File: src/rtl/sdram_mode_power_control_defs.vh
// Constants for the SDRAM mode power block
`ifndef SDRAM_MODE_POWER_CONTROL_DEFS_VH
`define SDRAM_MODE_POWER_CONTROL_DEFS_VH
// Register indices; byte address is four times the index
`define IDX_STATUS      30'h0000_0000
`define IDX_GEN_CTRL    30'h0000_0001
`define IDX_GEN_CTRL2   30'h0000_0002
`define GC_RESET        32'h8814_8200
`define GC2_RESET       32'h0003_0200
`define HTRANS_NONSEQ   2'h2
`define HSIZE_WORD      3'h2
// General control fields
`define GC_GO_OPER      0
`define GC_GO_PARKED    1
`define GC_READY1       2
`define GC_READY2       3
`define GC_PD_SRC_HI    5
`define GC_PD_SRC_LO    4
`define GC_PARK         6
`define GC_SUS_INHIBIT  8
`define GC_SUS_FLOAT    9
`define GC_SUS_DRAIN    10
`define GC_DYN_SR       11
`define GC_DELAY_HI     15
`define GC_DELAY_LO     12
`define GC_SKIP_SR      19
`define GC_SETTLE_HI    23
`define GC_SETTLE_LO    20
`define GC_DLLR_HI      27
`define GC_DLLR_LO      24
`define GC_DLOCK_HI     31
`define GC_DLOCK_LO     28
// Second control fields
`define GC2_DROP_EMPTY  9
`define GC2_ALT_SUS     10
`define GC2_DBG_ROT     30
`define GC2_SETUP_DONE  31
// Power-down source encodings
`define PD_SRC_PIN      2'h0
`define PD_SRC_CPU      2'h1
`define PD_SRC_BOTH     2'h2
// Timing multipliers as shifts
`define SH_DELAY        2'h1
`define SH_SETTLE       2'h0
`define SH_DLL          2'h2
`define CNT_ZERO        11'h000
`define CNT_ONE         11'h001
`define DBG_LAST_TICK   4'hF
// Init phases
`define PH_SETTLE       2'h0
`define PH_DLLR         2'h1
`define PH_DLOCK        2'h2
`endif

File: src/rtl/sdram_mode_power_control.v
// SDRAM mode machine, power control and status behind AHB-Lite
//
// The implementer's own choice: the AHB-Lite slave port.
`include "sdram_mode_power_control_defs.vh"

module sdram_mode_power_control (
    input  wire        ref_clk_in,
    input  wire        rst_b_in,
    input  wire        ce_in,
    input  wire        hsel_in,
    input  wire [31:0] haddr_in,
    input  wire [1:0]  htrans_in,
    input  wire        hwrite_in,
    input  wire [2:0]  hsize_in,
    input  wire [31:0] hwdata_in,
    input  wire        hready_in,
    output wire        hreadyout_out,
    output wire        hresp_out,
    output reg  [31:0] hrdata_out,
    input  wire        hardware_stop_input_in,
    input  wire        suspend_status_input_in,
    input  wire        alt_clock_input_pin_in,
    input  wire        cpu_s3_in,
    input  wire        display_shutter_in,
    input  wire        cpu_special_cycle_in,
    input  wire        sysmem_busy_in,
    input  wire        fb_busy_in,
    input  wire        seq_busy_in,
    input  wire        arb_busy_in,
    input  wire        chan_a_busy_in,
    input  wire        chan_a_seq_busy_in,
    input  wire        chan_a_arb_busy_in,
    input  wire        client_req_in,
    output wire        client_accept_out,
    input  wire        side_wr_in,
    input  wire [3:0]  side_be_in,
    output wire        side_wr_out,
    output wire        cke_out,
    output wire        mem_oe_b_out,
    output reg         dll_reset_out,
    output reg         selfref_enter_out,
    output reg         selfref_exit_out,
    output wire [6:0]  mode_state_out,
    output reg  [1:0]  debug_group_out,
    output reg  [7:0]  debug_bus_out
);

    localparam [6:0] S_POWERON = 7'h01;
    localparam [6:0] S_INIT    = 7'h02;
    localparam [6:0] S_OPER    = 7'h04;
    localparam [6:0] S_PARKING = 7'h08;
    localparam [6:0] S_PARKED  = 7'h10;
    localparam [6:0] S_WAKE    = 7'h20;
    localparam [6:0] S_DYNSR   = 7'h40;
    localparam       NSYNC     = 5;

    reg  [6:0]       state_q;
    reg  [1:0]       phase_q;
    reg  [10:0]      cnt_q;
    reg              dyn_arm_q;
    reg              sw_park_q;
    reg              selfref_q;
    reg              exit_done_q;
    reg  [31:0]      gc_q;
    reg  [31:0]      gc2_q;
    reg              wr_pend_q;
    reg  [29:0]      wr_idx_q;
    reg  [3:0]       dbg_tick_q;
    reg  [NSYNC-1:0] sync1_q;
    reg  [NSYNC-1:0] sync2_q;

    wire [NSYNC-1:0] raw_pins;
    wire             stop_s;
    wire             sus_pin_s;
    wire             alt_pin_s;
    wire             s3_s;
    wire             shutter_s;
    wire             addr_ok;
    wire             rd_take;
    wire             wr_gc;
    wire             go_oper_p;
    wire             go_park_p;
    wire             park_p;
    wire             sus_status;
    reg              pd_event;
    wire             dyn_cond;
    wire             drained;
    wire [31:0]      status_w;
    wire             ready1;
    wire             ready2;
    wire             float_pins;

    // Timer load: field times a power of four
    function [10:0] scaled;
        input [3:0] field;
        input [1:0] sh;
        begin
            scaled = {7'h00, field} << ({1'b0, sh} << 1);
        end
    endfunction

    function [31:0] read_mux;
        input [29:0] idx;
        input [31:0] st;
        input [31:0] g1;
        input [31:0] g2;
        begin
            case (idx)
                `IDX_STATUS:    read_mux = st;
                `IDX_GEN_CTRL:  read_mux = g1;
                `IDX_GEN_CTRL2: read_mux = g2;
                default:        read_mux = 32'h0000_0000;
            endcase
        end
    endfunction

    // Asynchronous pins pass two flops before use
    assign raw_pins = {display_shutter_in, cpu_s3_in, alt_clock_input_pin_in,
                       suspend_status_input_in, hardware_stop_input_in};
    genvar gi;
    generate
        for (gi = 0; gi < NSYNC; gi = gi + 1) begin : g_sync
            always @(posedge ref_clk_in or negedge rst_b_in) begin
                if (!rst_b_in) begin
                    sync1_q[gi] <= 1'b0;
                    sync2_q[gi] <= 1'b0;
                end else if (ce_in) begin
                    sync1_q[gi] <= raw_pins[gi];
                    sync2_q[gi] <= sync1_q[gi];
                end
            end
        end
    endgenerate
    assign stop_s    = sync2_q[0];
    assign sus_pin_s = sync2_q[1];
    assign alt_pin_s = sync2_q[2];
    assign s3_s      = sync2_q[3];
    assign shutter_s = sync2_q[4];

    // Bus: zero wait states; clock enable low stalls the bus
    assign hreadyout_out = ce_in;
    assign hresp_out     = 1'b0;
    assign addr_ok = hsel_in && hready_in && ce_in && (htrans_in == `HTRANS_NONSEQ)
                     && (hsize_in == `HSIZE_WORD);
    assign rd_take = addr_ok && !hwrite_in;
    assign wr_gc   = wr_pend_q && ce_in && (wr_idx_q == `IDX_GEN_CTRL);
    assign go_oper_p = wr_gc && hwdata_in[`GC_GO_OPER];
    assign go_park_p = wr_gc && hwdata_in[`GC_GO_PARKED];
    assign park_p    = wr_gc && hwdata_in[`GC_PARK];

    assign status_w = {12'h000,
                       ~chan_a_arb_busy_in,
                       ~chan_a_seq_busy_in,
                       ~chan_a_busy_in,
                       ~(state_q[1] | state_q[5]),
                       13'h0000,
                       ~arb_busy_in & ~fb_busy_in,
                       ~seq_busy_in & ~fb_busy_in,
                       ~sysmem_busy_in & ~fb_busy_in};

    always @(posedge ref_clk_in or negedge rst_b_in) begin
        if (!rst_b_in) begin
            wr_pend_q  <= 1'b0;
            wr_idx_q   <= `IDX_STATUS;
            hrdata_out <= 32'h0000_0000;
            gc_q       <= `GC_RESET;
            gc2_q      <= `GC2_RESET;
        end else if (ce_in) begin
            wr_pend_q <= addr_ok && hwrite_in;
            wr_idx_q  <= haddr_in[31:2];
            if (rd_take) begin
                hrdata_out <= read_mux(haddr_in[31:2], status_w, gc_q, gc2_q);
            end
            // Status index has no write path
            if (wr_gc) begin
                gc_q <= hwdata_in;
            end
            if (wr_pend_q && (wr_idx_q == `IDX_GEN_CTRL2)) begin
                gc2_q <= hwdata_in;
            end
        end
    end

    // Alternate pin carries an active-low suspend status
    assign sus_status = gc2_q[`GC2_ALT_SUS] ? ~alt_pin_s : sus_pin_s;

    always @* begin
        case (gc_q[`GC_PD_SRC_HI:`GC_PD_SRC_LO])
            `PD_SRC_PIN:  pd_event = stop_s | sus_status;
            `PD_SRC_CPU:  pd_event = cpu_special_cycle_in;
            `PD_SRC_BOTH: pd_event = stop_s | sus_status | cpu_special_cycle_in;
            default:      pd_event = 1'b0;
        endcase
    end

    assign dyn_cond = gc_q[`GC_DYN_SR] && s3_s && shutter_s;
    assign drained  = ~sysmem_busy_in & ~fb_busy_in & ~chan_a_busy_in;
    assign ready1   = gc_q[`GC_READY1];
    assign ready2   = gc_q[`GC_READY2];

    always @(posedge ref_clk_in or negedge rst_b_in) begin
        if (!rst_b_in) begin
            state_q           <= S_POWERON;
            phase_q           <= `PH_SETTLE;
            cnt_q             <= `CNT_ZERO;
            dyn_arm_q         <= 1'b0;
            sw_park_q         <= 1'b0;
            selfref_q         <= 1'b0;
            exit_done_q       <= 1'b0;
            dll_reset_out     <= 1'b0;
            selfref_enter_out <= 1'b0;
            selfref_exit_out  <= 1'b0;
        end else if (ce_in) begin
            selfref_enter_out <= 1'b0;
            selfref_exit_out  <= 1'b0;
            case (state_q)
                S_POWERON: begin
                    if (go_oper_p) begin
                        state_q <= S_INIT;
                        phase_q <= `PH_SETTLE;
                        cnt_q   <= scaled(gc_q[`GC_SETTLE_HI:`GC_SETTLE_LO],
                                          `SH_SETTLE) << 4;
                    end else if (go_park_p) begin
                        state_q   <= S_PARKED;
                        selfref_q <= 1'b1;
                    end
                end
                S_INIT: begin
                    // Timers wait for clocks ready
                    if (ready1) begin
                        if (cnt_q != `CNT_ZERO) begin
                            cnt_q <= cnt_q - `CNT_ONE;
                        end else if (phase_q == `PH_SETTLE) begin
                            phase_q       <= `PH_DLLR;
                            dll_reset_out <= 1'b1;
                            cnt_q <= scaled(gc_q[`GC_DLLR_HI:`GC_DLLR_LO],
                                            `SH_DLL) << 2;
                        end else if (phase_q == `PH_DLLR) begin
                            phase_q       <= `PH_DLOCK;
                            dll_reset_out <= 1'b0;
                            cnt_q <= scaled(gc_q[`GC_DLOCK_HI:`GC_DLOCK_LO],
                                            `SH_DLL) << 2;
                        end else begin
                            state_q <= S_OPER;
                        end
                    end
                end
                S_OPER: begin
                    if (park_p || (pd_event && !gc_q[`GC_SUS_INHIBIT])) begin
                        state_q   <= S_PARKING;
                        sw_park_q <= park_p;
                        dyn_arm_q <= 1'b0;
                    end else if (dyn_cond) begin
                        if (!dyn_arm_q) begin
                            dyn_arm_q <= 1'b1;
                            cnt_q <= scaled(gc_q[`GC_DELAY_HI:`GC_DELAY_LO],
                                            `SH_DELAY);
                        end else if (cnt_q != `CNT_ZERO) begin
                            cnt_q <= cnt_q - `CNT_ONE;
                        end else begin
                            state_q           <= S_DYNSR;
                            dyn_arm_q         <= 1'b0;
                            selfref_q         <= 1'b1;
                            selfref_enter_out <= 1'b1;
                        end
                    end else begin
                        dyn_arm_q <= 1'b0;
                    end
                end
                S_PARKING: begin
                    // Parking always drains; suspend drains only if asked
                    if (drained || !(sw_park_q || gc_q[`GC_SUS_DRAIN])) begin
                        state_q <= S_PARKED;
                        if (sw_park_q || !gc_q[`GC_SKIP_SR]) begin
                            selfref_q         <= 1'b1;
                            selfref_enter_out <= 1'b1;
                        end
                    end
                end
                S_PARKED: begin
                    if (!stop_s) begin
                        state_q     <= S_WAKE;
                        exit_done_q <= 1'b0;
                    end
                end
                S_WAKE: begin
                    if (ready2) begin
                        if (!exit_done_q) begin
                            exit_done_q      <= 1'b1;
                            selfref_exit_out <= selfref_q;
                            selfref_q        <= 1'b0;
                            cnt_q <= scaled(gc_q[`GC_DLOCK_HI:`GC_DLOCK_LO],
                                            `SH_DLL) << 2;
                        end else if (cnt_q != `CNT_ZERO) begin
                            cnt_q <= cnt_q - `CNT_ONE;
                        end else begin
                            state_q <= S_OPER;
                        end
                    end
                end
                S_DYNSR: begin
                    if (!dyn_cond) begin
                        state_q          <= S_OPER;
                        selfref_q        <= 1'b0;
                        selfref_exit_out <= 1'b1;
                    end
                end
                default: begin
                    state_q <= S_POWERON;
                end
            endcase
        end
    end

    // Pins float until clocks are ready, and in suspend if enabled
    assign float_pins = ((state_q[0] | state_q[1]) & ~ready1)
                      | (state_q[5] & ~ready2)
                      | (state_q[4] & gc_q[`GC_SUS_FLOAT]);
    assign mem_oe_b_out = float_pins;
    assign cke_out      = ~float_pins & ~selfref_q;
    assign mode_state_out = state_q;

    // Requests pass only when operating and setup is done
    assign client_accept_out = client_req_in && gc2_q[`GC2_SETUP_DONE]
                               && state_q[2];
    assign side_wr_out = side_wr_in && gc2_q[`GC2_SETUP_DONE] && state_q[2]
                         && !(gc2_q[`GC2_DROP_EMPTY] && (side_be_in == 4'h0));

    always @(posedge ref_clk_in or negedge rst_b_in) begin
        if (!rst_b_in) begin
            dbg_tick_q      <= 4'h0;
            debug_group_out <= 2'h0;
            debug_bus_out   <= 8'h00;
        end else if (ce_in) begin
            if (gc2_q[`GC2_DBG_ROT]) begin
                dbg_tick_q <= dbg_tick_q + 4'h1;
                if (dbg_tick_q == `DBG_LAST_TICK) begin
                    debug_group_out <= debug_group_out + 2'h1;
                end
            end else begin
                dbg_tick_q <= 4'h0;
            end
            case (debug_group_out)
                2'h0:    debug_bus_out <= {1'b0, state_q};
                2'h1:    debug_bus_out <= cnt_q[7:0];
                2'h2:    debug_bus_out <= {status_w[19:16], 1'b0, status_w[2:0]};
                default: debug_bus_out <= {phase_q, selfref_q, exit_done_q,
                                           dyn_arm_q, sw_park_q, pd_event, dyn_cond};
            endcase
        end
    end

endmodule // sdram_mode_power_control

File: config.mk
export PLATFORM = sky130hd
export DESIGN_NAME = sdram_mode_power_control
export DESIGN_NICKNAME = d
export VERILOG_FILES = /design/src/rtl/sdram_mode_power_control.v
export VERILOG_INCLUDE_DIRS = /design/src /design/src/rtl
export SDC_FILE = /design/constraint.sdc
export NUM_CORES = 1
export LEC_CHECK = 0
export ABC_AREA = 1
export BUFFER_PORTS_ARGS = -buffer_cell sky130_fd_sc_hd__buf_2
export CAP_MARGIN = 10
export CORE_MARGIN = 5
export CORE_UTILIZATION = 60
export CTS_CLUSTER_DIAMETER = 40
export DETAILED_ROUTE_END_ITERATION = 12
export GPL_TIMING_DRIVEN = 0
export PLACE_DENSITY = 0.84
export SYNTH_ARGS = -nofsm -noshare
export SYNTH_HDL_FRONTEND = slang
export SYNTH_SLANG_ARGS = --single-unit
File: constraint.sdc
create_clock -name ref_clk_in -period 4.4 [get_ports ref_clk_in]
set_input_delay 0.22 -clock ref_clk_in [delete_from_list [all_inputs] [get_ports ref_clk_in]]
set_output_delay 0.22 -clock ref_clk_in [all_outputs]
set_load 0.02 [all_outputs]
## Word level (Yosys, flattened, before mapping)

Index checks and enable logic that the tools add are counted.

- Register bits after elaboration: 178
- Latch bits: 0
- Bits in writable memories: 0
- Memory bits (read-only): 0
- Output and inout bits: 58
- Logic and storage cells: 228
- Memories kept: 0

- $add $sub $neg: 3
- Multipliers: 0
- Div/mod/pow operators: 0
- $lt $le $gt $ge: 0
- Equality and inequality tests: 44
- Shift operators: 0
- Mux-type cells: 72
- Bitwise operators: 28
- Reductions and logical operators: 53

Operator list:

| cell | number |
|---|---|
| $mux W11 | 11 |
| $mux W7 | 16 |
| $pmux W32 S3 | 1 |
| $eq A30 B1 Y1 const B | 2 |
| $eq A30 B2 Y1 const B | 2 |
| $pmux W7 S7 | 1 |
| $pmux W11 S4 | 1 |
| $ne A2 B2 Y1 const B | 19 |
| $logic_not A30 Y1 | 1 |
| $mux W1 | 29 |
| $pmux W8 S3 | 1 |
| $logic_and A1 B1 Y1 | 21 |
| $ne A3 B3 Y1 const B | 5 |
| $reduce_and A15 Y1 | 1 |
| $not A1 Y1 | 14 |
| $reduce_and A13 Y1 | 1 |
| $reduce_bool A11 Y1 | 1 |
| $sub A11 B1 Y11 const B | 1 |
| $mux W2 | 5 |
| $and A1 B1 Y1 | 8 |
| $reduce_and A2 Y1 | 4 |
| $reduce_and A8 Y1 | 1 |
| $eq A7 B1 Y1 const B | 1 |
| $eq A7 B2 Y1 const B | 1 |
| 29 further kinds | 52 |

## Longest topological paths before layout

Gate-level depths: netlist (run 1).

- Word-level depth: 9
- Gate-level depth with buffers: 13
- Mapped depth without buffers: 13

## Least setup slack after synthesis (run 1)

OpenSTA, ideal clock, no wires.

- Path kind: register to register
- Start point: register state_q[0] (netlist: mode_state_out[0])
- End point: register cnt_q[4]
- Library setup time: 116 ps
- Data arrival time: 1,593 ps
- Data required time: 4,284 ps
- Slack: 2,691 ps
- Stages on the path, launching flop included: 13
- Path buffers: 1
- Period minus slack after synthesis: 1,709 ps
- Cells stage by stage: dfstp_2 > inv_1 > nand2_1 > nor2_2 > nand2_4 > nor2_2 > inv_1 > nand4_1 > nor2_4 > nand3_4 > buf_6 > nand2_1 > nand2_1

- Cells in the longest elaborated chain, start to end: 3
- Elaborated cells between the ends (all ways): 13
- Those cells by class: eq/ne: 10; mux: 1; reduce/logical: 2

Ends and longest elaborated chain:

| item | RTL line | source |
|---|---|---|
| from (decl) | sdram_mode_power_control.v:57 | `reg [6:0] state_q;` |
| from (signal assigned) | sdram_mode_power_control.v:203 | `state_q <= S_POWERON;` |
| from (signal assigned) | sdram_mode_power_control.v:219 | `state_q <= S_INIT;` |
| from (signal assigned) | sdram_mode_power_control.v:224 | `state_q <= S_PARKED;` |
| $eq A7 B2 Y1, or another cell as far along | sdram_mode_power_control.v:216 | `case (state_q)` |
| $ne A4 B4 Y1 (no source line), or another cell as far along | - |  |
| $reduce_and A8 Y1 (no source line) | - |  |
| to (signal assigned) | sdram_mode_power_control.v:221 | `` cnt_q <= scaled(gc_q[`GC_SETTLE_HI:`GC_SETTLE_LO], `` |
| to (signal assigned) | sdram_mode_power_control.v:232 | `` cnt_q <= cnt_q - `CNT_ONE; `` |
| to (signal assigned) | sdram_mode_power_control.v:236 | `` cnt_q <= scaled(gc_q[`GC_DLLR_HI:`GC_DLLR_LO], `` |
| to (decl) | sdram_mode_power_control.v:59 | `reg [10:0] cnt_q;` |

Several ways; a longest one is shown, not always the timed one.
A chain may end at the register's enable or synchronous reset.

## Worst setup path in the final report (run 1)

- Start point: input haddr_in[14]
- End point: register hrdata_out[8]

- Cells in the longest elaborated chain, start to end: 2
- Elaborated cells between the ends (all ways): 4
- Those cells by class: eq/ne: 2; mux: 1; reduce/logical: 1

Ends and longest elaborated chain:

| item | RTL line | source |
|---|---|---|
| from (decl) | sdram_mode_power_control.v:11 | `input wire [31:0] haddr_in,` |
| $eq A30 B2 Y1, or another cell as far along | sdram_mode_power_control.v:108 | `case (idx)` |
| $pmux W32 S3 (*) | sdram_mode_power_control.v:108 |  |
| to (signal assigned) | sdram_mode_power_control.v:172 | `hrdata_out <= read_mux(haddr_in[31:2], status_w, gc_q, gc2_q);` |
| to (decl) | sdram_mode_power_control.v:19 | `output reg [31:0] hrdata_out,` |

Every way passes the cells marked *; elsewhere a longest branch is shown, timed or not.

==> results of run 1 <==
## cells by family after synthesis
logic type	Yosys count	share of synthesized area, %
buffers and inverters	155	7.44
multiplexers	1	0.109
other	1	0.0407
AND/OR/NAND/NOR	677	32.8
adder cells (fa/ha/maj)	8	1.09
AO/OA/AOI/OAI	155	9.12
flip-flops	178	48.5
XOR/XNOR	9	0.856
## how the worst max path moves through the flow
| stage | start | endpoint | slack, ps | cells past startpoint |
|---|---|---|---|---|
| final | haddr_in[14] | hrdata_out[8] | 2210 | 9 |
| after global routing | haddr_in[14] | hrdata_out[18] | 2070 | 9 |
| after CTS | haddr_in[14] | hrdata_out[18] | 2370 | 9 |
| after detailed placement | haddr_in[11] | hrdata_out[18] | 2230 | 8 |
| after global placement | rst_b_in | hrdata_out[15] | 360 | 1 |
| after floorplan | mode_state_out[0] | cnt_q[4] | 2690 | 12 |
## worst max-delay path: cells and delay by family
family	cells	cell delay (ps)
and+or+nand+nor	6	1370
buffers and inverters	2	670
AOI/OAI and AO/OA	1	300
## power groups by stage
stage,sequential [W],clock (W),combinational [W]
6_report,0.00184,0.00146,0.00113
5_1_grt,0.00185,0.00155,0.00125
4_1_cts,0.00183,0.00147,0.00112
3_5_place_dp,0.00186,0,0.00110
3_3_place_gp,0.00186,0,0.00107
2_1_floorplan,0.00186,0,0.000743
## final cells by class
type,instances,area share [%]
multi-input cells,851,37.1
clock buffers,18,3.92
diodes,1,0.0229
plain buffers,47,2.47
clock inverters,14,1.27
well taps,188,2.15
repair buffers,164,8.52
flip-flops and latches,178,40.8
inverters,108,3.79
## placed cells by master, fill, tap and decap left out, types with 2 or more instances in the layout
cell type,n
sky130_fd_sc_hd__buf_6,8
sky130_fd_sc_hd__nor4_4,2
sky130_fd_sc_hd__nand3_2,3
sky130_fd_sc_hd__dfrtp_1,168
sky130_fd_sc_hd__nor2_1,70
sky130_fd_sc_hd__nor2_2,12
sky130_fd_sc_hd__nand2_2,10
sky130_fd_sc_hd__a21oi_1,21
sky130_fd_sc_hd__o211ai_1,2
sky130_fd_sc_hd__clkbuf_1,16
sky130_fd_sc_hd__nand2_4,4
sky130_fd_sc_hd__o21ai_0,64
sky130_fd_sc_hd__clkinv_8,2
sky130_fd_sc_hd__buf_4,3
sky130_fd_sc_hd__nor2_4,10
sky130_fd_sc_hd__ha_1,8
sky130_fd_sc_hd__nand4_1,16
sky130_fd_sc_hd__clkinvlp_4,4
sky130_fd_sc_hd__nor4_1,4
sky130_fd_sc_hd__o21ai_1,47
sky130_fd_sc_hd__inv_8,4
sky130_fd_sc_hd__inv_6,3
sky130_fd_sc_hd__nand3_4,3
sky130_fd_sc_hd__nand2_1,412
sky130_fd_sc_hd__clkinv_4,2
sky130_fd_sc_hd__dlygate4sd3_1,16
sky130_fd_sc_hd__dfstp_2,10
sky130_fd_sc_hd__buf_1,3
sky130_fd_sc_hd__nand3_1,115
sky130_fd_sc_hd__xor2_1,7
sky130_fd_sc_hd__inv_1,97
sky130_fd_sc_hd__inv_2,8
sky130_fd_sc_hd__o22ai_1,7
sky130_fd_sc_hd__clkbuf_16,17
sky130_fd_sc_hd__nor3_1,11
sky130_fd_sc_hd__xnor2_1,2
sky130_fd_sc_hd__o21ai_2,9
sky130_fd_sc_hd__buf_2,164
## registers in the layout, summed over array words and instances (netlist names), 2 cells and up
signal / count
cnt_q: 11
dbg_tick_q: 4
debug_bus_out: 8
debug_group_out: 2
gc2_q: 32
gc_q: 32
hrdata_out: 32
mode_state_out: 7
phase_q: 2
sync1_q: 5
wr_idx_q: 30
## what timing repair did
| action | 4_1_cts | 5_1_grt |
|---|---|---|
| gates resized for setup | 0 | 0 |
| hold endpoints to repair | 100 | 1 |
| buffers inserted | 0 | 0 |
| hold buffers | 15 | 1 |
| endpoints found under the setup margin | 0 | 0 |
## routing by layer
layer / wire (µm) / vias up / GRT usage [%]
li1: - / 4172 / -
met1: 11300 / 4198 / 41.9
met2: 12900 / 416 / 48.0
met3: 2260 / 59 / 6.45
met4: 807 / 0 / 12.5
met5: 0 / - / 0
## through the flow
| step | power (W) | hold slack [ps] | instances | worst slack [ps] | util, % |
|---|---|---|---|---|---|
| after floorplan | 0.00260 | -75.6 | 1184 | 2690 | - |
| after global placement | 0.00294 | 421 | 1519 | 357 | 67.2 |
| after detailed placement | 0.00296 | 286 | 1520 | 2230 | 67.5 |
| after CTS | 0.00442 | 1.04 | 1567 | 2370 | 72.2 |
| after global routing | 0.00464 | 6.66 | 1569 | 2070 | 72.3 |
| final | 0.00443 | 1.64 | 1569 | 2210 | 72.3 |
==> impl_metrics.json, run 1 <==
{
  "fin_area_um2": 10900,
  "yosysTopAreaCellShare_pct": 45.6,
  "ws_path_type": "primary input to flop",
  "grt_pass1_vias": 8522,
  "detail_route.wl_per_cell_um": 17.4,
  "avgViaCountPerCell": 5.64,
  "final_max_slew_viol_count": 0,
  "final_hold_viol_count": 0,
  "clk_pin_slew_ps": 80,
  "final.period_utilization_pct": 49.7,
  "ys_top_cells_by_area": "sky130_fd_sc_hd__dfrtp_1 46%, sky130_fd_sc_hd__nand2_1 17%, sky130_fd_sc_hd__nand3_1 6.2%, sky130_fd_sc_hd__inv_1 4.0%, sky130_fd_sc_hd__o21ai_0 3.5%",
  "routed_wl_um": 27300,
  "design.die.area_um2": 17900,
  "routed-via-count": 8845,
  "syn-instance-count": 1184,
  "drtPass1Iterations": 5,
  "relative_contribution_of_combinational_cells_to_total_power_pct": 25.6,
  "synth_async_sr_flop_share_pct": 100,
  "yosys.area.top_type": "sky130_fd_sc_hd__dfrtp_1",
  "antenna_found_initial": 1,
  "slew_headroom_pct": 52.8,
  "post-synth-top-count-cell": "sky130_fd_sc_hd__nand2_1",
  "worstSkewPairLatency_ps": 440,
  "p_sw_share_pct": 36.0,
  "grt_overflow_total": 0,
  "maxCapViolations": 0,
  "register_area_um2": 4470,
  "synth-edff-count": 0,
  "finalWeightedCongestion": 0.986,
  "worstMarginPinSlew_ps": 707,
  "nets": 1469,
  "final.setup_skew_ps": 11.9,
  "p_int_w": 0.00284,
  "number_of_remaining_drc_errors": 0,
  "chipHeight_um": 134,
  "total_placed_instance_area_um2": 10200,
  "max_freq_ghz": 0.457,
  "first_pass_grt_wire_length_um": 43300,
  "tritoncts": "done",
  "cts-buffers-inserted": 17,
  "netlist_area_um2": 9210,
  "cp_common_cell": "sky130_fd_sc_hd__nand2_1",
  "run_status": "finished, final reports clean",
  "clock_power_share_pct": 33.0,
  "synth.net_count": 1286,
  "place.port_buffers": 147,
  "ctsHtreeMaxLevel": 4,
  "r2r-end": "cnt_q[3]",
  "num-fill-cells": 1209,
  "holdCritPathClass": "primary input to flop",
  "rsz0062_at_grt": "false",
  "synthDistinctLibCells": 45,
  "drtAntennaViolNets": 0,
  "worst_hold_path.endpoint": "wr_idx_q[6]",
  "cp_max_fo": 8,
  "worst_path_largest_cell_delay_ps": 540,
  "die_x_um": 134,
  "floorplan.io_pins": 152,
  "std_cell_rows": 45,
  "cp-start-kind": "primary input",
  "clock-root-buffer": "sky130_fd_sc_hd__clkbuf_16",
  "place.detailed.hpwl_um": 20200,
  "worst_hold_startpoint": "haddr_in[8]",
  "synth.cells.most_frequent": "412 x sky130_fd_sc_hd__nand2_1, 168 x sky130_fd_sc_hd__dfrtp_1, 115 x sky130_fd_sc_hd__nand3_1",
  "total_of_endpoints_with_negative_setup_slack_in_the_final_report": 0,
  "total_switching_power_w": 0.00160,
  "critical_path.slowest_cell": "sky130_fd_sc_hd__dlygate4sd3_1",
  "worstReg2RegStart": "mode_state_out[2]",
  "grtUsageTotal_pct": 30.6,
  "seq_area_frac_synth_pct": 48.5,
  "cts.sink_count": 178,
  "cp_data_arrival_time_ps": 2560,
  "syn-mean-instance-area_um2": 7.78,
  "yosys_warnings": 0,
  "finalCriticalPeriod_ps": 2190,
  "share_of_post_route_cells_with_drive_strength_above_1_pct": 20.4,
  "timing.hold.worst_path_depth": 3,
  "crit_path_cell_trace": "dlygate4sd3_1 > buf_2 > nor4_1 > nand2_1 > nor2_2 > nand2_1 > o21ai_0 > nand2_1 > nand2_1",
  "coreArea_um2": 15100,
  "power.leakage_nw": 5.93,
  "vdd.ir_drop.worst_mv": 0.306,
  "clock_path_buffers": 2,
  "power.share.sequential_pct": 41.4,
  "drt_iter0_markers": 999,
  "setup.reg_to_reg.worst_slack_ps": 2410,
  "initial_core_util_pct": 60.8,
  "synth_ff_type": "sky130_fd_sc_hd__dfrtp_1",
  "number_of_cells_on_the_worst_reg_to_reg_path": 11,
  "powerDensity_nw_per_um2": 405,
  "totalNegativeSetupSlack_ps": 0,
  "worst_setup_path_end_kind": "flop",
  "area.growth.synth_to_final_pct": 18.9,
  "area_used_by_multi_input_combinational_logic_um2": 4060,
  "ys_ff_latch": 178,
  "maximum_number_of_pins_on_one_net_before_global_route_repair": 94,
  "worst_ep_required_time_ps": 4780
}
(Power assumes the default switching activity.)
==> run 2: changes to the inputs <==
CORE_UTILIZATION = 51   (was 60)
PLACE_DENSITY = 0.76   (was 0.84)
clock period = 1.75 ns   (was 4.4 ns; I/O delays follow)
==> run 2 against run 1 <==
Critical path depth up 2. Highest routed layer unchanged. Largest power group unchanged. Sequential share of layout area shrank 6.9 points. Largest cell class is now multi-input gates. Combinational power grew to 3.7 times the previous value. The flow now finishes with violations (setup timing).
==> impl_metrics.json, run 2 (synthesized netlist as in run 1, its figures left out) <==
{
  "nets": 1609,
  "ctsHtreeMaxLevel": 4,
  "largest_registers": "gc2_q (32), gc_q (32), hrdata_out (32)",
  "final.period_utilization_pct": 107,
  "grt_pass1_vias": 9518,
  "slew_headroom_pct": 49.4,
  "cts-buffers-inserted": 17,
  "total_switching_power_w": 0.00454,
  "setup.reg_to_reg.worst_slack_ps": -110,
  "worst_ep_required_time_ps": 2110,
  "worst_setup_path_end_kind": "flop",
  "p_sw_share_pct": 36.1,
  "chipHeight_um": 144,
  "relative_contribution_of_combinational_cells_to_total_power_pct": 32.8,
  "die_x_um": 144,
  "final_max_slew_viol_count": 0,
  "design.die.area_um2": 20800,
  "area.growth.synth_to_final_pct": 43.7,
  "clk_pin_slew_ps": 70,
  "worstSkewPairLatency_ps": 440,
  "num-fill-cells": 1227,
  "drtAntennaViolNets": 0,
  "maxCapViolations": 0,
  "routed-via-count": 9936,
  "clock_power_share_pct": 30.3,
  "coreArea_um2": 17900,
  "cts.sink_count": 178,
  "avgViaCountPerCell": 5.68,
  "detail_route.wl_per_cell_um": 19.1,
  "initial_core_util_pct": 51.4,
  "ws_path_type": "flop to flop",
  "cp-start-kind": "flop",
  "final.setup_skew_ps": 7.53,
  "place.detailed.hpwl_um": 20600,
  "final_common_cell": "sky130_fd_sc_hd__nand2_1",
  "final_hold_viol_count": 0,
  "failing_checks": "setup timing",
  "powerDensity_nw_per_um2": 952,
  "maximum_number_of_pins_on_one_net_before_global_route_repair": 112,
  "vdd.ir_drop.worst_mv": 0.851,
  "clock-root-buffer": "sky130_fd_sc_hd__clkbuf_16",
  "clock_path_buffers": 2,
  "number_of_remaining_drc_errors": 0,
  "share_of_post_route_cells_with_drive_strength_above_1_pct": 35.3,
  "p_int_w": 0.00806,
  "finalCriticalPeriod_ps": 1860,
  "place.port_buffers": 147,
  "tritoncts": "done",
  "grtUsageTotal_pct": 29.6,
  "worstMarginPinSlew_ps": 759,
  "first_pass_grt_wire_length_um": 48100,
  "worstReg2RegStart": "mode_state_out[1]",
  "rsz0062_at_grt": "true",
  "fin_ws_ps": -114,
  "finalNonFillerCells": 1750,
  "antenna_found_initial": 1,
  "timing.hold.ws_ps": 18.0,
  "grt_overflow_total": 0,
  "cp_data_arrival_time_ps": 2230,
  "std_cell_rows": 49,
  "power.leakage_nw": 6.83,
  "floorplan.io_pins": 152,
  "total_power_w": 0.0126,
  "cp_max_fo": 5,
  "routed_wl_um": 33300,
  "drtPass1Iterations": 8,
  "holdCritPathClass": "primary input to flop",
  "power.share.sequential_pct": 36.9,
  "total_of_endpoints_with_negative_setup_slack_in_the_final_report": 79,
  "critPathLaunch": "mode_state_out[1]",
  "most-common-layout-cells": "330 x sky130_fd_sc_hd__nand2_1, 156 x sky130_fd_sc_hd__buf_2, 155 x sky130_fd_sc_hd__dfrtp_1, 102 x sky130_fd_sc_hd__nand3_1, 90 x sky130_fd_sc_hd__inv_1",
  "finalWeightedCongestion": 0.980,
  "worst_hold_startpoint": "hsize_in[2]",
  "max_freq_ghz": 0.537,
  "drt_iter0_markers": 1315,
  "run_status": "complete, but fails checks",
  "dpl.cell_count": 1561
}
run 2: cell types whose count changed in the layout (fill, tap and decap cells not counted), sizes merged:
| cell | change |
|---|---|
| dlygate4sd3 | +54 |
| buf | +74 |
| clkinv | +1 |
| clkinvlp | -1 |
| nor2 | +1 |
| nand2 | +2 |
| bufinv | +1 |
| clkbuf | +10 |
| inv | -2 |
run 2: worst paths after layout:
kind                            cells after the start                  to
worst max-delay path                               11            cnt_q[2]
worst min register to register                      2        wr_idx_q[24]
max in group asynchronous                           3           gc2_q[17]
min in group asynchronous                           2  debug_group_out[0]
worst min-delay path                                4           wr_pend_q
worst max register to register                     11            cnt_q[2]
run 2: timing repair:
action                     in CTS  in global routing
hold endpoints to repair      166                  0
setup buffers                  43                 30
pin swaps                      27                 48
cloned                          1                 13
resized for setup              69                223
setup endpoints to repair      33                102
hold buffers                   70                  0
run 2: per-layer routing:
metal / GRT usage [%] / vias up / share of wire (%)
li1: - / 4479 / -
met1: 38.9 / 4661 / 38
met2: 47.3 / 632 / 47
met3: 5.92 / 164 / 8.8
met4: 14.0 / 0 / 5.7
met5: 0 / - / 0
run 2: through the flow:
stage / TNS (ps) / cell area (µm²) / util, % / worst slack [ps]
finish: -4980 / 13200 / 74.0 / -114
floorplan: 0 / 9210 / - / 40.7
global placement: -397980 / 10200 / 57.2 / -2280
detailed placement: -6920 / 10300 / 57.4 / -263
CTS: -382 / 12100 / 67.5 / -37.9
global route: -11830 / 13200 / 74.0 / -209
run 2: layout make-up:
| type | instances | area, µm² | area share [%] |
|---|---|---|---|
| Clock buffer | 19 | 453 | 3.42 |
| Buffer | 47 | 388 | 2.93 |
| Antenna cell | 1 | 2.50 | 0.0189 |
| Clock inverter | 13 | 125 | 0.945 |
| Multi-Input combinational cell | 854 | 4800 | 36.2 |
| Tap cell | 229 | 287 | 2.16 |
| Timing Repair Buffer | 301 | 2270 | 17.2 |
| Inverter | 108 | 429 | 3.24 |
| Sequential cell | 178 | 4480 | 33.9 |
run 2: power groups by stage:
stage	logic (W)	registers, W	clock network, W
floorplan	0.00187	0.00468	0
global route	0.00441	0.00466	0.00400
CTS	0.00361	0.00462	0.00381
detailed placement	0.00276	0.00469	0
global placement	0.00274	0.00469	0
finish	0.00413	0.00465	0.00382
run 2: critical path: stages (launching register included):
cell and delay, ps:
sky130_fd_sc_hd__dfrtp_2 460, sky130_fd_sc_hd__nor2_4 170, sky130_fd_sc_hd__nand2_2 120, sky130_fd_sc_hd__inv_4 100
sky130_fd_sc_hd__nand2_2 70, sky130_fd_sc_hd__inv_4 90, sky130_fd_sc_hd__nand2_1 110, sky130_fd_sc_hd__nand2_2 160
sky130_fd_sc_hd__nor2_1 70, sky130_fd_sc_hd__nor3_1 200, sky130_fd_sc_hd__a21oi_1 100, sky130_fd_sc_hd__o21ai_2 130
==> run 3: changes to the inputs <==
CORE_UTILIZATION = 60   (was 51)
PLACE_DENSITY = 0.84   (was 0.76)
clock period = 2.4 ns   (was 1.75 ns; I/O delays follow)
==> run 3 against run 2 <==
The flow now finishes without violations. Register-to-register slack better by 510 ps. Final area fell by 13%. Clock power down 29%. Critical path type is now primary input to flop. Largest power group unchanged.
==> impl_metrics.json, run 3 (synthesized netlist as in run 1, its figures left out) <==
{
  "routed-via-count": 9299,
  "run_status": "finished, final reports clean",
  "cts-buffers-inserted": 17,
  "antenna-diode-count": 0,
  "grt_overflow_total": 0,
  "clock_path_buffers": 2,
  "worstReg2RegStart": "mode_state_out[2]",
  "worst_setup_path_end_kind": "flop",
  "first_pass_grt_wire_length_um": 47300,
  "holdCritPathClass": "primary input to flop",
  "total_switching_power_w": 0.00298,
  "clk_pin_slew_ps": 80,
  "detail_route.wl_per_cell_um": 18.3,
  "drt_iter0_markers": 1143,
  "worst_ep_required_time_ps": 2780,
  "final_common_cell": "sky130_fd_sc_hd__nand2_1",
  "power.leakage_nw": 6.15,
  "clock-root-buffer": "sky130_fd_sc_hd__clkbuf_16",
  "finalWeightedCongestion": 0.986,
  "clock_power_share_pct": 32.8,
  "design.die.area_um2": 17900,
  "crit_path_cell_trace": "dlygate4sd3_1 > buf_2 > nor4_1 > nand2_1 > nor2_2 > nand2_1 > o21ai_0 > nand2_1 > nand2_1",
  "chipHeight_um": 134,
  "antenna_found_initial": 0,
  "vdd.ir_drop.worst_mv": 0.566,
  "dpl.cell_count": 1520,
  "final.period_utilization_pct": 97.1,
  "worst_hold_path.endpoint": "wr_pend_q",
  "timing.hold.ws_ps": 28.9,
  "maxCapViolations": 0,
  "cp_common_cell": "sky130_fd_sc_hd__nand2_1",
  "cts.sink_count": 178,
  "critical_path.slowest_cell": "sky130_fd_sc_hd__dlygate4sd3_1",
  "number_of_cells_on_the_worst_reg_to_reg_path": 11,
  "drtPass1Iterations": 6,
  "most-common-layout-cells": "412 x sky130_fd_sc_hd__nand2_1, 168 x sky130_fd_sc_hd__dfrtp_1, 164 x sky130_fd_sc_hd__buf_2, 115 x sky130_fd_sc_hd__nand3_1, 97 x sky130_fd_sc_hd__inv_1",
  "setup.reg_to_reg.worst_slack_ps": 400,
  "r2r-end": "cnt_q[7]",
  "drtAntennaViolNets": 0,
  "final_hold_viol_count": 0,
  "ws_path_type": "primary input to flop",
  "grt_pass1_vias": 9217,
  "cp-start-kind": "primary input",
  "place.detailed.hpwl_um": 20200,
  "cp_max_fo": 8,
  "ctsHtreeMaxLevel": 4,
  "max_freq_ghz": 0.429,
  "cp_data_arrival_time_ps": 2710,
  "nets": 1522,
  "post_cts_buffers": 0,
  "p_int_w": 0.00526,
  "worst_path_largest_cell_delay_ps": 530,
  "avgViaCountPerCell": 5.74,
  "final_max_slew_viol_count": 0,
  "worstSkewPairLatency_ps": 450,
  "worst_hold_startpoint": "hsize_in[2]",
  "tritoncts": "done",
  "finalNonFillerCells": 1621,
  "share_of_post_route_cells_with_drive_strength_above_1_pct": 19.7,
  "routed_wl_um": 29600,
  "area.growth.synth_to_final_pct": 24.6,
  "initial_core_util_pct": 60.8,
  "number_of_remaining_drc_errors": 0,
  "powerDensity_nw_per_um2": 718,
  "slew_headroom_pct": 52.5,
  "std_cell_rows": 45,
  "finalCriticalPeriod_ps": 2330,
  "post_cts_resize_count": 0,
  "place.port_buffers": 147,
  "maximum_number_of_pins_on_one_net_before_global_route_repair": 94,
  "p_sw_share_pct": 36.2,
  "largest_registers": "gc2_q (32), gc_q (32), hrdata_out (32)",
  "relative_contribution_of_combinational_cells_to_total_power_pct": 26.3,
  "coreArea_um2": 15100,
  "rsz0062_at_grt": "false",
  "power.share.sequential_pct": 40.9,
  "total_of_endpoints_with_negative_setup_slack_in_the_final_report": 0,
  "worstMarginPinSlew_ps": 713,
  "timing.hold.worst_path_depth": 4,
  "die_x_um": 134,
  "grtUsageTotal_pct": 33.6,
  "final.setup_skew_ps": 17.8,
  "floorplan.io_pins": 152
}
-- run 3: final cells by class --
| cell class | instances | area [µm²] |
|---|---|---|
| Inverter | 108 | 415 |
| Clock inverter | 14 | 139 |
| Timing Repair Buffer | 217 | 1460 |
| Clock buffer | 18 | 429 |
| Sequential cell | 178 | 4470 |
| Fill cell | 1087 | 3670 |
| Buffer | 47 | 270 |
| Tap cell | 188 | 235 |
| Multi-Input combinational cell | 851 | 4060 |
-- run 3: timing repair --
item	in CTS	in global routing
endpoints found under the hold margin	181	0
hold buffers	69	0
endpoints found under the setup margin	0	0
-- run 3: how the worst max path moves through the flow --
stage | slack, ps | startpoint | to | cells past startpoint
after detailed placement | 330 | haddr_in[11] | hrdata_out[18] | 8
after global placement | -1540 | rst_b_in | hrdata_out[15] | 1
final | 70 | haddr_in[11] | hrdata_out[8] | 9
after global routing | 20 | haddr_in[11] | hrdata_out[18] | 9
after floorplan | 690 | mode_state_out[0] | cnt_q[4] | 12
after CTS | 220 | haddr_in[11] | hrdata_out[18] | 9
-- run 3: metrics by stage --
stage / power [W] / worst slack, ps / area, µm² / utilization, % / setup TNS, ps
after floorplan: 0.00477 / 691 / 9210 / - / 0
after global placement: 0.00538 / -1540 / 10200 / 67.2 / -262130
after detailed placement: 0.00542 / 327 / 10200 / 67.5 / 0
after CTS: 0.00817 / 221 / 11500 / 75.8 / 0
after global routing: 0.00858 / 20.6 / 11500 / 75.8 / 0
final: 0.00824 / 70.7 / 11500 / 75.8 / 0
-- run 3: layer usage --
metal  vias to the layer above  wire length [µm]  part of all wire [%]  global-route usage (%)
met4                         0              1210                   4.1                    15.3
met2                       544             14200                    48                    54.6
met3                       105              2760                   9.3                    7.95
met5                         -                 0                     0                       0
met1                      4365             11400                    39                    42.9
li1                       4285                 -                     -                       -
-- run 3: power by group through the flow --
stage	sequential (W)	clock [W]	combinational, W
after global routing	0.00339	0.00283	0.00237
final	0.00337	0.00270	0.00217
after CTS	0.00336	0.00269	0.00211
after floorplan	0.00341	0	0.00136
after detailed placement	0.00342	0	0.00201
after global placement	0.00341	0	0.00197
-- run 3: worst max-delay path, delay by kind of cell --
kind | cells | cell delay [ps]
simple gates | 6 | 1600
buf+inv | 2 | 670
compound gates | 1 | 310
